**config.mk**
```make
export PLATFORM = sky130hd
export DESIGN_NAME = dacc_control_regs
export DESIGN_NICKNAME = d
export VERILOG_FILES = /design/src/dacc_local_reset.v /design/src/dacc_control_regs.v
export VERILOG_INCLUDE_DIRS = /design/src
export SDC_FILE = /design/constraint.sdc
export NUM_CORES = 1
export LEC_CHECK = 0
export BUFFER_PORTS_ARGS = -buffer_cell sky130_fd_sc_hd__buf_2
export CELL_PAD_IN_SITES_DETAIL_PLACEMENT = 0
export CELL_PAD_IN_SITES_GLOBAL_PLACEMENT = 2
export CORE_AREA = 4 4 77 115
export CTS_CLUSTER_SIZE = 8
export DETAILED_ROUTE_END_ITERATION = 16
export DIE_AREA = 0 0 81 119
export PLACE_DENSITY = 0.78
export SKIP_LAST_GASP = 1
export SLEW_MARGIN = 30
export SYNTH_ARGS = -nofsm -noshare
export SYNTH_HDL_FRONTEND = slang
export SYNTH_SLANG_ARGS = --single-unit
```
**constraint.sdc**
```tcl
create_clock -name mclk_i -period 1.8 [get_ports mclk_i]
set_input_delay 0.09 -clock mclk_i [delete_from_list [all_inputs] [get_ports mclk_i]]
set_output_delay 0.09 -clock mclk_i [all_outputs]
set_load 0.02 [all_outputs]
```
**src/dacc_defs.vh**
```
/*
 converter control block: register offsets, field positions, reset values, timing counts.
 assumes inclusion by bare name from the block's design files.
*/
`ifndef DACC_DEFS_VH
`define DACC_DEFS_VH
`define DACC_ADDR_W          6
`define DACC_OFF_ACTIVATE    6'h00
`define DACC_OFF_CONFIG      6'h04
`define DACC_OFF_CONTROL     6'h08
`define DACC_OFF_CODE        6'h0c
`define DACC_CTL_POWER_BIT   0
`define DACC_CTL_RESTART_BIT 1
`define DACC_CFG_INTRL_BIT   0
`define DACC_CFG_PIN_BIT     1
`define DACC_CFG_SLEEP_BIT   2
`define DACC_CODE_W          12
`define DACC_CODE_RST        12'h000
`define DACC_CFG_RST         3'h0
`define DACC_RESTART_NS      150
`define DACC_CLK_NS          10
`define DACC_RESTART_CYC     ((`DACC_RESTART_NS + `DACC_CLK_NS - 1) / `DACC_CLK_NS)
`endif

```
**src/dacc_local_reset.v**
```verilog
/*
 block-local reset generator for the converter control block.
 assumes the soft restart request is a one-cycle pulse in the mclk_i domain.
*/
`timescale 1ns/10ps
`default_nettype none
`include "dacc_defs.vh"
module dacc_local_reset (
    input  wire mclk_i,
    input  wire rst_i,
    input  wire restart_i,
    output reg  local_rst_o
);
    // registered so the local reset is glitch free; it lasts one cycle after a restart pulse
    always @(posedge mclk_i or posedge rst_i) begin
        if (rst_i) begin
            // system reset clears the registers itself; holding this high would eat the first write after release
            local_rst_o <= 1'b0;
        end else begin
            local_rst_o <= restart_i;
        end
    end
endmodule
`default_nettype wire

```
**src/dacc_control_regs.v**
```verilog
/*
 register side of one converter instance: activation, configuration, control and code registers.
 assumes a simple synchronous register port: one-cycle write or read strobe with word address.
*/
`timescale 1ns/10ps
`default_nettype none
`include "dacc_defs.vh"
module dacc_control_regs #(
    parameter CODE_W = `DACC_CODE_W
) (
    input  wire                    mclk_i,
    input  wire                    rst_i,
    input  wire [`DACC_ADDR_W-1:0] addr_i,
    input  wire                    wr_i,
    input  wire                    rd_i,
    input  wire [31:0]             wdata_i,
    input  wire                    sleep_req_i,
    output reg  [31:0]             rdata_o,
    output reg                     rvalid_o,
    output reg  [CODE_W-1:0]       code_o,
    output reg                     analog_on_o,
    output reg                     pin_buf_en_o,
    output reg                     intrl_buf_en_o,
    output reg                     restart_busy_o
);
    reg                    activate;
    reg                    converter_power_flag;
    reg [2:0]              config_bits;
    reg [CODE_W-1:0]       code;
    reg [3:0]              restart_cnt;
    wire                   local_rst;
    wire                   restart_req;
    wire                   wr_ctl;
    wire                   asleep;
    reg  [31:0]            next_rdata;

    localparam integer     RESTART_CYC  = `DACC_RESTART_CYC;
    localparam [3:0]       RESTART_LOAD = RESTART_CYC[3:0];

    // converter may drive only when active, powered and not put to sleep
    function drive_ok;
        input act;
        input pwr;
        input slp;
        begin
            drive_ok = act && pwr && !slp;
        end
    endfunction

    assign wr_ctl      = wr_i && (addr_i == `DACC_OFF_CONTROL);
    // only a one in the restart bit acts; a zero is ignored
    assign restart_req = wr_ctl && wdata_i[`DACC_CTL_RESTART_BIT];
    assign asleep      = config_bits[`DACC_CFG_SLEEP_BIT] && sleep_req_i;

    dacc_local_reset u_local_reset (
        .mclk_i      (mclk_i),
        .rst_i       (rst_i),
        .restart_i   (restart_req),
        .local_rst_o (local_rst)
    );

    // activation survives the soft restart, only system reset or a zero write to it clears it
    always @(posedge mclk_i or posedge rst_i) begin
        if (rst_i) begin
            activate <= 1'b0;
        end else if (wr_i && addr_i == `DACC_OFF_ACTIVATE) begin
            activate <= wdata_i[0];
        end
    end

    // local reset is synchronous here so it never races the write that raised it
    always @(posedge mclk_i or posedge rst_i) begin
        if (rst_i) begin
            converter_power_flag <= 1'b0;
            config_bits          <= `DACC_CFG_RST;
            code                 <= `DACC_CODE_RST;
        end else if (local_rst) begin
            converter_power_flag <= 1'b0;
            config_bits          <= `DACC_CFG_RST;
            code                 <= `DACC_CODE_RST;
        end else if (wr_i) begin
            case (addr_i)
                `DACC_OFF_CONFIG: begin
                    if (!converter_power_flag) begin
                        config_bits <= wdata_i[2:0];
                    end
                end
                `DACC_OFF_CONTROL: begin
                    // a restart write wins over the power bit in the same word
                    if (!wdata_i[`DACC_CTL_RESTART_BIT]) begin
                        converter_power_flag <= wdata_i[`DACC_CTL_POWER_BIT];
                    end
                end
                `DACC_OFF_CODE: begin
                    code <= wdata_i[CODE_W-1:0]; // whole field in one access
                end
                default: begin
                end
            endcase
        end
    end

    // settle counter shows software when the 150 ns wait has elapsed
    always @(posedge mclk_i or posedge rst_i) begin
        if (rst_i) begin
            restart_cnt <= 4'h0;
        end else if (restart_req) begin
            restart_cnt <= RESTART_LOAD;
        end else if (restart_cnt != 4'h0) begin
            restart_cnt <= restart_cnt - 4'h1;
        end
    end

    always @* begin
        next_rdata = 32'h0000_0000;
        case (addr_i)
            `DACC_OFF_ACTIVATE: next_rdata[0]   = activate;
            `DACC_OFF_CONFIG:   next_rdata[2:0] = config_bits;
            // restart bit always reads zero
            `DACC_OFF_CONTROL:  next_rdata[0]   = converter_power_flag;
            `DACC_OFF_CODE:     next_rdata[CODE_W-1:0] = code;
            default:            next_rdata = 32'h0000_0000;
        endcase
    end

    always @(posedge mclk_i or posedge rst_i) begin
        if (rst_i) begin
            rdata_o        <= 32'h0000_0000;
            rvalid_o       <= 1'b0;
            code_o         <= `DACC_CODE_RST;
            analog_on_o    <= 1'b0;
            pin_buf_en_o   <= 1'b0;
            intrl_buf_en_o <= 1'b0;
            restart_busy_o <= 1'b0;
        end else begin
            rvalid_o       <= rd_i;
            if (rd_i) begin
                rdata_o <= next_rdata;
            end
            code_o         <= code;
            // inactive block cannot be powered regardless of the flag
            analog_on_o    <= drive_ok(activate, converter_power_flag, asleep);
            pin_buf_en_o   <= drive_ok(activate, converter_power_flag, asleep) && config_bits[`DACC_CFG_PIN_BIT];
            intrl_buf_en_o <= drive_ok(activate, converter_power_flag, asleep) && config_bits[`DACC_CFG_INTRL_BIT];
            restart_busy_o <= restart_req || (restart_cnt > 4'h1);
        end
    end
endmodule
`default_nettype wire

```
Word level (Yosys, flattened, before mapping)

Index checks and enable logic that the tools add are counted.

Register bits after elaboration: 51
Bits in read-only memories: 0
Memory bits (writable): 0
Input port bits: 43
Memories kept: 0
Bits in latches: 0
Logic and storage cells: 56

Multiplexer cells: 16
Bitwise gates (word level): 0
Div/mod/pow operators: 0
$add $sub $neg: 1
Order comparisons: 1
Multiply operators: 0
Shift-type cells: 0
Reductions and logical operators: 20
Equality and inequality tests: 5

Operators by type and width:

| operator            | number |
|---|---|
| $mux 12             | 3 |
| $eq 6x4->1 const B  | 2 |
| $mux 3              | 4 |
| $reduce_bool 2->1   | 5 |
| $mux 9              | 1 |
| $logic_and 1x1->1   | 8 |
| $mux 4              | 2 |
| $eq 6x3->1 const B  | 1 |
| $logic_not 6->1     | 1 |
| $reduce_and 3->1    | 2 |
| $gt 4x1->1 const B  | 1 |
| $mux 1              | 4 |
| $ne 2x1->1 const B  | 2 |
| $pmux 1 s4          | 1 |
| $pmux 2 s2          | 1 |
| $reduce_bool 4->1   | 1 |
| $sub 4x1->4 const B | 1 |
| $reduce_and 2->1    | 1 |
| $logic_not 1->1     | 1 |
| $logic_or 1x1->1    | 1 |

Depth between registers and ports, before layout

Gate-level depths: netlist (run 1).

Depth after elaboration: 4
Depth in mapped cells: 5

By module

Synthesis (run 1) repeated with hierarchy kept, for this count alone.

Cells, all modules: 184
Area, all modules: 2230.9 um2

Modules (own cells, without submodules):

| module            | cells each | seq. area each (um2) | area an instance (um2) | instances |
|---|---|---|---|---|
| dacc_control_regs | 182        | 1251.2               | 2202.1                 | 1 |
| dacc_local_reset  | 2          | 25.0                 | 28.8                   | 1 |

Worst setup path before layout (run 1)

Ideal clock, no wire load.

Kind: reg-to-reg
Start: register restart_cnt[0]
End: register restart_cnt[1]
Setup time: 72 ps
Period minus slack after synthesis: 1442 ps
Cell stages (with the launch flop): 6
Slack: 358 ps
Data arrival time: 1370 ps
Data required time: 1728 ps
Cells stage by stage: dfrtp_1 > inv_1 > ha_1 > nor3b_1 > mux2_2 > nand2_1

Word-level cells in the longest chain between the ends: 3
Elaborated cells on any way between the ends: 5
Those cells by class: add/sub: 1; mux: 2; reduce/logical: 2

Ends and longest elaborated chain:

| element                  | RTL line                | RTL |
|---|---|---|
| start: declaration       | dacc_control_regs.v:30  | `reg [3:0] restart_cnt;` |
| start signal: assignment | dacc_control_regs.v:110 | `restart_cnt <= restart_cnt - 4'h1;` |
| $sub 4x1->4              | dacc_control_regs.v:110 |  |
| $mux 4                   | dacc_control_regs.v:109 | `end else if (restart_cnt != 4'h0) begin` |
| $mux 4                   | dacc_control_regs.v:107 | `end else if (restart_req) begin` |

Parallel ways exist; a longest one is shown, timed or not. The select of a mux whose other input is x is not followed.
A chain may end at the register's enable or synchronous reset.

Final worst setup path (run 1)

Same ends and word-level chain as after synthesis.

==> impl_metrics.toml, run 1 <==
[timing]
drv_slew = 0
fin_crit_sh = 0.886
worst_pin_slew_ps = 501
setup_slack_ps = 206
finalHoldViolations = 0
fmax_mhz = 627
skew_ps = 3.50
grt_setup_unrepaired = "no"
finalSetupTns_ps = 0
worst_slew_margin_rel = 0.665
period_needed_ps = 1590
hold-worst-slack_ps = 38.7
setup_violations = 0

[synthesis]
synthTopCellsByArea = "dfrtp_1 (57%), mux2i_1 (8.1%), nand2b_1 (7.9%), buf_4 (6.7%), a22o_1 (3.9%)"
syn_area_sq_um = 2230
synth_edf_count = 0
yosysUniqueCellTypes = 34
synth_area_leader_cell = "dfrtp_1"
synthCells = 183
yosysMostFrequentCell = "dfrtp_1"
ys_async_sr_fraction = 1.00
synth.avg_cell_area_sq_um = 12.2
yosys_most_used_dff = "dfrtp_1"
yosysSeqAreaShare = 0.573
synth_common_cells = "dfrtp_1 (51), nand2b_1 (28), buf_4 (20)"
synth_top_cell_area_share = 0.573
ys_ff_latch = 51
ys_warn_count = 0

[power_and_ir_drop]
power_leakage_nw = 1.33
peakVddDrop_mv = 0.387
switching_power_mw = 0.899
powerDensity_nw_per_um2 = 1170
power_frac_comb = 0.198
p_int_mw = 2.27
power_mw = 3.17
pwr-share-seq = 0.463
swShare = 0.284
p_clk_frac = 0.338

[job]
maxCapViolCount = 0

[drt]
first_iter_violations = 41
firstDrtPassIters = 4
via_count = 1440
ant_nets = 0
routed_wl_um = 4360
via_per_inst = 4.21
post-route-drc-count = 0
wl_per_cell_um = 12.7

[die]
std_cell_rows = 40
die_h_um = 119
initial_core_util = 0.282
coreArea_sq_um = 7910
ios = 92
dieArea_sq_um = 9640
die_w_um = 81

[critical_path]
crit_path_cell_trace = "inv_1 -> ha_1 -> nor3b_1 -> mux2_2 -> nand2_1"
crit_fanout = 5
slowest_stage = "dfrtp_1"
worst_setup_path_start_kind = "flip-flop"
crit_path_end_kind = "flip-flop"
criticalPathCategory = "flip-flop to flip-flop"
cpPeakStageDelay_ps = 400
arrival_ps = 1810
critPathTopFamily = "simple AND/OR/NAND/NOR gates"
critical_path_buf_inv_count = 1
crit_required_ps = 2010

[placement]
post-place-ws_ps = 229
dp_cells = 332
portBuffers = 51
place.gp.congestion = 0.772
hpwl_um = 3250
place_area_sq_um = 2520

[global_route]
antenna_found_initial = 0
gr-usage-all-layers = 0.0951
grt_pass1_wl_um = 7040
grt_pass1_vias = 1414
grt_max_degree = 30
overflow = 0

[cells_and_area]
n_antenna_cell = 0
final_cell_count_no_fill = 342
stdcell_area_sq_um = 2720
final_util = 0.344
finalNetCount = 281
seqCellArea_sq_um = 1280
syn_to_final_growth_pct = 22.0
fillers = 836
drive_above_1_share = 0.287
multi_input_area_sq_um = 805

[clock_network]
htree_levels = 2
clockBufferDepth = 2
clk_pin_slew_ps = 70
clock_sink_count = 51
cts_tree = "yes"
insertion_delay_ps = 280
root_buffer = "clkbuf_16"
cts_buffers = 5
cts_resized = 0

[run_status]
outcome = "finished, final reports clean"

[min_path]
hp-class = "primary input to flip-flop"
[cells by family (layout without fill, tap and decap cells)]
| kind of cell | count (synthesis) | after routing | share of synthesized area |
|---|---|---|---|
| compound gates | 16 | 16 | 0.0590 |
| mux | 21 | 21 | 0.101 |
| xor+xnor | 1 | 1 | 0.00393 |
| fa+ha+maj | 2 | 2 | 0.0112 |
| simple gates | 56 | 56 | 0.152 |
| other cells | 1 | 20 | 0.00168 |
| buf+inv | 35 | 70 | 0.0977 |
| flops | 51 | 51 | 0.573 |
[final timing paths]
| kind | start | end | slack (ps) | cells after the start |
|---|---|---|---|---|
| setup reg to reg | restart_cnt[0] | restart_cnt[1] | 210 | 5 |
| hold / removal | sleep_req_i | analog_on_o | 40 | 2 |
| max in group asynchronous | rst_i | restart_cnt[2] | 880 | 4 |
| min in group asynchronous | rst_i | code_o[10] | 380 | 3 |
| hold reg to reg | code[3] | code_o[3] | 400 | 0 |
| setup / recovery | restart_cnt[0] | restart_cnt[1] | 210 | 5 |
[placed cells by master, fill, tap and decap left out]
cell            n
dfrtp_1        51
buf_2          51
nand2b_1       28
conb_1         20
mux2i_1        18
a22o_1         10
inv_1           5
nor2_1          5
clkbuf_16       5
nand3_1         4
nand2_1         4
nand4_1         2
nor3b_1         2
a21oi_1         2
mux2_2          2
and2_1          2
o2bb2ai_1       2
ha_1            2
dlygate4sd3_1   2
buf_4           2
or4_1           1
nor2_4          1
nor4_1          1
and4_1          1
nor3_1          1
nor2b_1         1
or4bb_1         1
a31o_2          1
o211ai_1        1
inv_2           1
mux4_2          1
xnor2_1         1
nand3b_1        1
or2_1           1
clkinvlp_4      1
inv_6           1
bufinv_16       1
buf_12          1
[area by class of cell]
cell class                 count  area share
multi-input combinational    116       0.296
clock buffer                   5      0.0461
clock inverter                 3      0.0170
sequential                    51       0.470
inverter                       6     0.00829
tap                          105      0.0484
timing repair buffer          56       0.114
[state kept, by name (all words and copies together) (netlist names)]
signal,cells
code_o,12
analog_on_o,1
pin_buf_en_o,1
rdata_o,12
u_local_reset.local_rst_o,1
code,12
rvalid_o,1
intrl_buf_en_o,1
restart_busy_o,1
converter_power_flag,1
config_bits,3
restart_cnt,4
activate,1
[routing by layer]
metal  track usage  vias up  part of all wire
li1              -      683                 -
met1         0.114      707              0.38
met2         0.162       45              0.54
met3        0.0234        5             0.066
met4        0.0349        0             0.013
met5             0        -                 0
[power groups by stage]
stage / clock, mW / sequential [mW] / combinational [mW]
finish: 1.07 / 1.47 / 0.628
global route: 1.16 / 1.50 / 0.709
CTS: 1.11 / 1.47 / 0.639
global placement: 0 / 1.49 / 0.617
detailed placement: 0 / 1.49 / 0.634
floorplan: 0 / 1.57 / 0.391
[repair_timing]
action,4_1_cts,5_1_grt
buffers inserted,0,0
endpoints found under the hold margin,23,0
hold buffers,2,0
(Power assumes the default switching activity.)
==> run 2, diff against run 1 <==
--- a/config.mk
+++ b/config.mk
@@ -6,13 +6,14 @@
 export SDC_FILE = /design/constraint.sdc
 export NUM_CORES = 1
 export LEC_CHECK = 0
+export ABC_AREA = 1
 export BUFFER_PORTS_ARGS = -buffer_cell sky130_fd_sc_hd__buf_2
 export CELL_PAD_IN_SITES_DETAIL_PLACEMENT = 0
 export CELL_PAD_IN_SITES_GLOBAL_PLACEMENT = 2
-export CORE_AREA = 4 4 77 115
+export CORE_AREA = 4 4 79 118
 export CTS_CLUSTER_SIZE = 8
 export DETAILED_ROUTE_END_ITERATION = 16
-export DIE_AREA = 0 0 81 119
+export DIE_AREA = 0 0 83 122
 export PLACE_DENSITY = 0.78
 export SKIP_LAST_GASP = 1
 export SLEW_MARGIN = 30
==> run 2 against run 1 <==
  * Critical path depth stayed put
  * Combinational power decreased by 13%
  * Cell count is 16% higher
  * Register-to-register slack improved by 350 ps
  * Via count grew 11%
  * Clock skew is 0.63 ps lower
  * Design area rose by 1.3%
  * Critical path type unchanged
  * Critical endpoint unchanged
  * Largest power group unchanged
  * Highest routed layer unchanged
==> impl_metrics.toml, run 2 <==
[synthesis]
ys_warn_count = 0
ys_async_sr_fraction = 1.00
synth_area_leader_cell = "dfrtp_1"
synth-compound-area-share = 0.0975
yosys_most_used_dff = "dfrtp_1"
synth_top_family_by_area = "simple AND/OR/NAND/NOR gates"
synth_top_cell_area_share = 0.578
synthCells = 226
synth_common_cells = "dfrtp_1 (51), nand2_1 (43), inv_1 (32)"
synth.avg_cell_area_sq_um = 9.77
synthSimpleGateAreaFrac = 0.171
synth_xor_area_frac = 0.00397
synthTopCellsByArea = "dfrtp_1 (58%), nand2_1 (7.3%), buf_4 (6.8%), inv_1 (5.4%), o21ai_2 (4.8%)"
yosysMostFrequentCell = "dfrtp_1"
synthMuxAreaShare = 0
synth_edf_count = 0
synthAdderAreaFrac = 0.0113
syn_area_sq_um = 2210
yosysUniqueCellTypes = 25
yosysSeqAreaShare = 0.578
ys_ff_latch = 51

[timing]
finalSetupTns_ps = 0
drv_slew = 0
grt_setup_unrepaired = "no"
fin_crit_sh = 0.690
setup_violations = 0
period_needed_ps = 1240
finalHoldViolations = 0
skew_ps = 2.87
fmax_mhz = 806

[cells_and_area]
seqCellArea_sq_um = 1280
final_cell_mix = "dfrtp_1 (51), buf_2 (51), nand2_1 (43)"
top_regs = "code x12, code_o x12, rdata_o x12"
finalNetCount = 333
drive_above_1_share = 0.273
multi_input_area_sq_um = 701
fillers = 898
n_antenna_cell = 0
syn_to_final_growth_pct = 24.6

[drt]
via_count = 1602
routed_wl_um = 4770
firstDrtPassIters = 4
wl_per_cell_um = 12.0
post-route-drc-count = 0
via_per_inst = 4.05
first_iter_violations = 40
ant_nets = 0

[global_route]
overflow = 0
antenna_found_initial = 0
grt_max_degree = 52
gr-usage-all-layers = 0.0973
grt_pass1_vias = 1559
grt_pass1_wl_um = 7710

[critical_path]
criticalPathCategory = "flip-flop to flip-flop"
crit_required_ps = 1980
arrival_ps = 1420
worst_setup_path_start_kind = "flip-flop"
crit_path_end_kind = "flip-flop"
crit_fanout = 5
r2r_cells = 5

[die]
die_h_um = 122
ios = 92
coreArea_sq_um = 8310
dieArea_sq_um = 10100
std_cell_rows = 41
initial_core_util = 0.266
die_w_um = 83

[power_and_ir_drop]
p_clk_frac = 0.363
power_mw = 3.02
pwr-share-seq = 0.456
switching_power_mw = 0.857
p_int_mw = 2.16
swShare = 0.284
power_frac_comb = 0.181
powerDensity_nw_per_um2 = 1100
peakVddDrop_mv = 0.517
power_leakage_nw = 1.48

[clock_network]
clock_sink_count = 51
root_buffer = "clkbuf_16"
clk_pin_slew_ps = 70
htree_levels = 2
cts_setup_buffers = 0
cts_buffers = 5
clockBufferDepth = 2
insertion_delay_ps = 290
cts_tree = "yes"

[min_path]
hp-class = "primary input to flip-flop"
worstHoldPathCells = 3

[placement]
hpwl_um = 3540
portBuffers = 51
place.gp.congestion = 0.720

[job]
maxCapViolCount = 0

[run_status]
outcome = "finished, final reports clean"
run 2: changes by cell type after synthesis, sizes merged, moves of 16 or more:
cell    previous run  this run
o21ai              0        28
nand2b            28         0
nor2               6        22
nand2              4        44
inv                6        33
mux2i             18         0
run 2: power by group through the flow:
stage / Sequential, mW / Combinational, mW / Clock (mW)
CTS: 1.38 / 0.560 / 1.14
global route: 1.40 / 0.637 / 1.17
finish: 1.38 / 0.548 / 1.10
detailed placement: 1.40 / 0.548 / 0
global placement: 1.40 / 0.542 / 0
floorplan: 1.45 / 0.368 / 0
run 2: area by class of cell:
type                       instances  share of cell area
sequential                        51               0.464
multi-input combinational        138               0.255
timing repair buffer              59               0.126
tap                              107              0.0487
clock buffer                       5              0.0455
inverter                          33              0.0450
clock inverter                     3              0.0168
run 2: final timing paths:
kind | start | to | slack, ps
max in group asynchronous | rst_i | rdata_o[3] | 1180
min in group asynchronous | rst_i | restart_cnt[3] | 380
hold / removal | wdata_i[9] | code[9] | 5
setup reg to reg | restart_cnt[0] | restart_cnt[1] | 560
setup / recovery | restart_cnt[0] | restart_cnt[1] | 560
hold reg to reg | code[4] | code_o[4] | 380
run 2: kinds of logic after synthesis:
logic type	Yosys count
fa+ha+maj	2
compound gates	32
flops	51
buf+inv	56
xor+xnor	1
simple gates	83
other cells	1
run 2: per-layer routing:
| layer | vias up | global-route usage | part of all wire | wire length (um) |
|---|---|---|---|---|
| li1 | 786 | - | - | - |
| met1 | 754 | 0.104 | 0.39 | 1850 |
| met2 | 55 | 0.174 | 0.53 | 2510 |
| met3 | 7 | 0.0271 | 0.062 | 296 |
| met4 | 0 | 0.0521 | 0.024 | 114 |
| met5 | - | 0 | 0 | 0 |
run 2: critical path, stage by stage, from the launching register on:
cell and delay, ps:
dfrtp_1 400, inv_1 100, ha_1 250, nand2_1 140, o21ai_0 160, nand2_1 60
run 2: stage by stage:
| stage | hold slack, ps | worst slack [ps] | instance area [sq um] | cells | util |
|---|---|---|---|---|---|
| final | 5.49 | 559 | 2750 | 396 | 0.331 |
| after global placement | 150 | 557 | 2510 | 381 | 0.302 |
| after CTS | 0.176 | 553 | 2750 | 396 | 0.331 |
| after global routing | 23.6 | 396 | 2750 | 396 | 0.331 |
| after detailed placement | 162 | 528 | 2510 | 381 | 0.302 |
| after floorplan | 121 | 480 | 2280 | 245 | - |
run 2: what timing repair did:
action / 4_1_cts / 5_1_grt
endpoints found under the hold margin: 57 / 0
hold buffers: 7 / 0
resized for setup: 0 / 0
==> run 3, diff against run 2 <==
--- a/config.mk
+++ b/config.mk
@@ -6,15 +6,15 @@
 export SDC_FILE = /design/constraint.sdc
 export NUM_CORES = 1
 export LEC_CHECK = 0
-export ABC_AREA = 1
+export ABC_AREA = 0
 export BUFFER_PORTS_ARGS = -buffer_cell sky130_fd_sc_hd__buf_2
 export CELL_PAD_IN_SITES_DETAIL_PLACEMENT = 0
 export CELL_PAD_IN_SITES_GLOBAL_PLACEMENT = 2
-export CORE_AREA = 4 4 79 118
+export CORE_AREA = 4 4 81 121
 export CTS_CLUSTER_SIZE = 8
 export DETAILED_ROUTE_END_ITERATION = 16
-export DIE_AREA = 0 0 83 122
-export PLACE_DENSITY = 0.78
+export DIE_AREA = 0 0 85 125
+export PLACE_DENSITY = 0.74
 export SKIP_LAST_GASP = 1
 export SLEW_MARGIN = 30
 export SYNTH_ARGS = -nofsm -noshare
==> constraint.sdc (replaced) <==
create_clock -name mclk_i -period 1 [get_ports mclk_i]
set_input_delay 0.05 -clock mclk_i [delete_from_list [all_inputs] [get_ports mclk_i]]
set_output_delay 0.05 -clock mclk_i [all_outputs]
set_load 0.02 [all_outputs]
==> run 3 against run 2 <==
  * The run now ends with setup timing left
  * Register-to-register slack worse by 870 ps
  * Critical path depth is 2 lower
  * Die area rose by 4.9%
==> impl_metrics.toml, run 3 (same netlist as run 1, synthesis figures left out) <==
[clock_network]
root_buffer = "clkbuf_16"
clock_sink_count = 51
cts_tree = "yes"
clockBufferDepth = 2
cts_buffers = 5
clk_pin_slew_ps = 70
insertion_delay_ps = 280
htree_levels = 2

[critical_path]
crit_path_end_kind = "flip-flop"
worst_setup_path_start_kind = "flip-flop"
crit_path_start = "converter_power_flag"
arrival_ps = 1520
crit_fanout = 3
crit_required_ps = 1210
criticalPathCategory = "flip-flop to flip-flop"
r2r_start = "converter_power_flag"

[drt]
via_per_inst = 4.14
firstDrtPassIters = 4
ant_nets = 0
via_count = 1565
first_iter_violations = 57
post-route-drc-count = 0
wl_per_cell_um = 12.8
routed_wl_um = 4860

[power_and_ir_drop]
swShare = 0.298
power_frac_comb = 0.289
peakVddDrop_mv = 0.761
switching_power_mw = 1.84
power_leakage_nw = 1.50
p_clk_frac = 0.282
powerDensity_nw_per_um2 = 1990
power_mw = 6.17
p_int_mw = 4.33
pwr-share-seq = 0.429

[run_status]
failed_checks = "setup timing"
outcome = "complete, but fails checks"

[global_route]
grt_pass1_wl_um = 8090
antenna_found_initial = 0
overflow = 0
grt_max_degree = 23
grt_pass1_vias = 1641
gr-usage-all-layers = 0.0962

[placement]
place.gp.congestion = 0.745
portBuffers = 51
hpwl_um = 3830

[job]
maxCapViolCount = 0

[cells_and_area]
fillers = 891
n_antenna_cell = 0
syn_to_final_growth_pct = 39.4
final_cell_mix = "dfrtp_1 (51), buf_2 (51), nand2b_1 (27)"
final_util = 0.354
top_regs = "code x12, code_o x12, rdata_o x12"
drive_above_1_share = 0.418
finalNetCount = 312

[die]
ios = 92
coreArea_sq_um = 8780
std_cell_rows = 42
die_w_um = 85
initial_core_util = 0.254
dieArea_sq_um = 10600
die_h_um = 125

[timing]
fmax_mhz = 763
drv_slew = 0
setup_slack_ps = -311
period_needed_ps = 1310
fin_crit_sh = 1.31
setup_violations = 8
grt_setup_unrepaired = "yes"
skew_ps = 2.49
finalHoldViolations = 0

[min_path]
hp-start = "wdata_i[5]"
hp-class = "primary input to flip-flop"
[run 3: changes by cell type in the layout (fill, tap and decap cells not counted), sizes merged, moves of 4 or more]
cell         previous run  this run
a22o                    0        10
buf                    52        84
dlygate4sd3             7         3
inv                    34         5
mux2i                   0        18
nand2                  44         4
nand2b                  0        28
nand3                  15         4
nor2                   22         6
o21ai                  28         0
[run 3: area by class of cell]
cell class / count / area, sq um / area share
Sequential cell: 51 / 1280 / 0.411
Multi-Input combinational cell: 116 / 906 / 0.292
Timing Repair Buffer: 87 / 603 / 0.194
Clock buffer: 6 / 139 / 0.0447
Tap cell: 110 / 138 / 0.0443
Inverter: 6 / 26.3 / 0.00846
Clock inverter: 2 / 16.3 / 0.00524
[run 3: layer usage]
metal / global-route usage / vias up / share of wire
met4: 0.0419 / 0 / 0.018
met1: 0.111 / 760 / 0.41
met3: 0.0211 / 6 / 0.062
met5: 0 / - / 0
li1: - / 748 / -
met2: 0.168 / 51 / 0.51
[run 3: worst paths after layout]
| check | endpoint | cells after the start | slack [ps] |
|---|---|---|---|
| max | config_bits[2] | 3 | -310 |
| min | code[5] | 3 | 20 |
| max reg2reg | config_bits[2] | 3 | -310 |
| min reg2reg | code_o[7] | 0 | 400 |
| max in group asynchronous | code[5] | 4 | 240 |
| min in group asynchronous | code_o[11] | 3 | 330 |
[run 3: critical path, stage by stage (launching register included)]
cell,delay [ps]
dfrtp_1,370
or4bb_1,520
nor2_4,150
mux2i_1,200
[run 3: timing repair]
action	CTS	global route
endpoints found under the setup margin	12	16
endpoints found under the hold margin	19	0
hold buffers	3	0
pin swaps	9	5
setup buffers	4	2
gates resized for setup	5	7
cloned	0	0
[run 3: power groups by stage]
stage,Clock (mW),Combinational [mW],Sequential (mW)
after detailed placement,0,1.54,2.69
after floorplan,0,0.778,2.85
final,1.74,1.78,2.65
after global placement,0,1.49,2.67
after CTS,1.81,1.70,2.67
after global routing,1.87,1.97,2.70
[run 3: through the flow]
step	setup TNS (ps)	area [sq um]	worst slack, ps	instances	hold slack, ps
floorplan	-4380	2360	-306	202	81.4
global placement	-6850	2850	-323	365	95.5
finish	-1770	3100	-311	378	19.9
detailed placement	-7140	2850	-343	365	100
global route	-2310	3100	-379	378	30.8
CTS	-2040	3070	-346	378	11.8
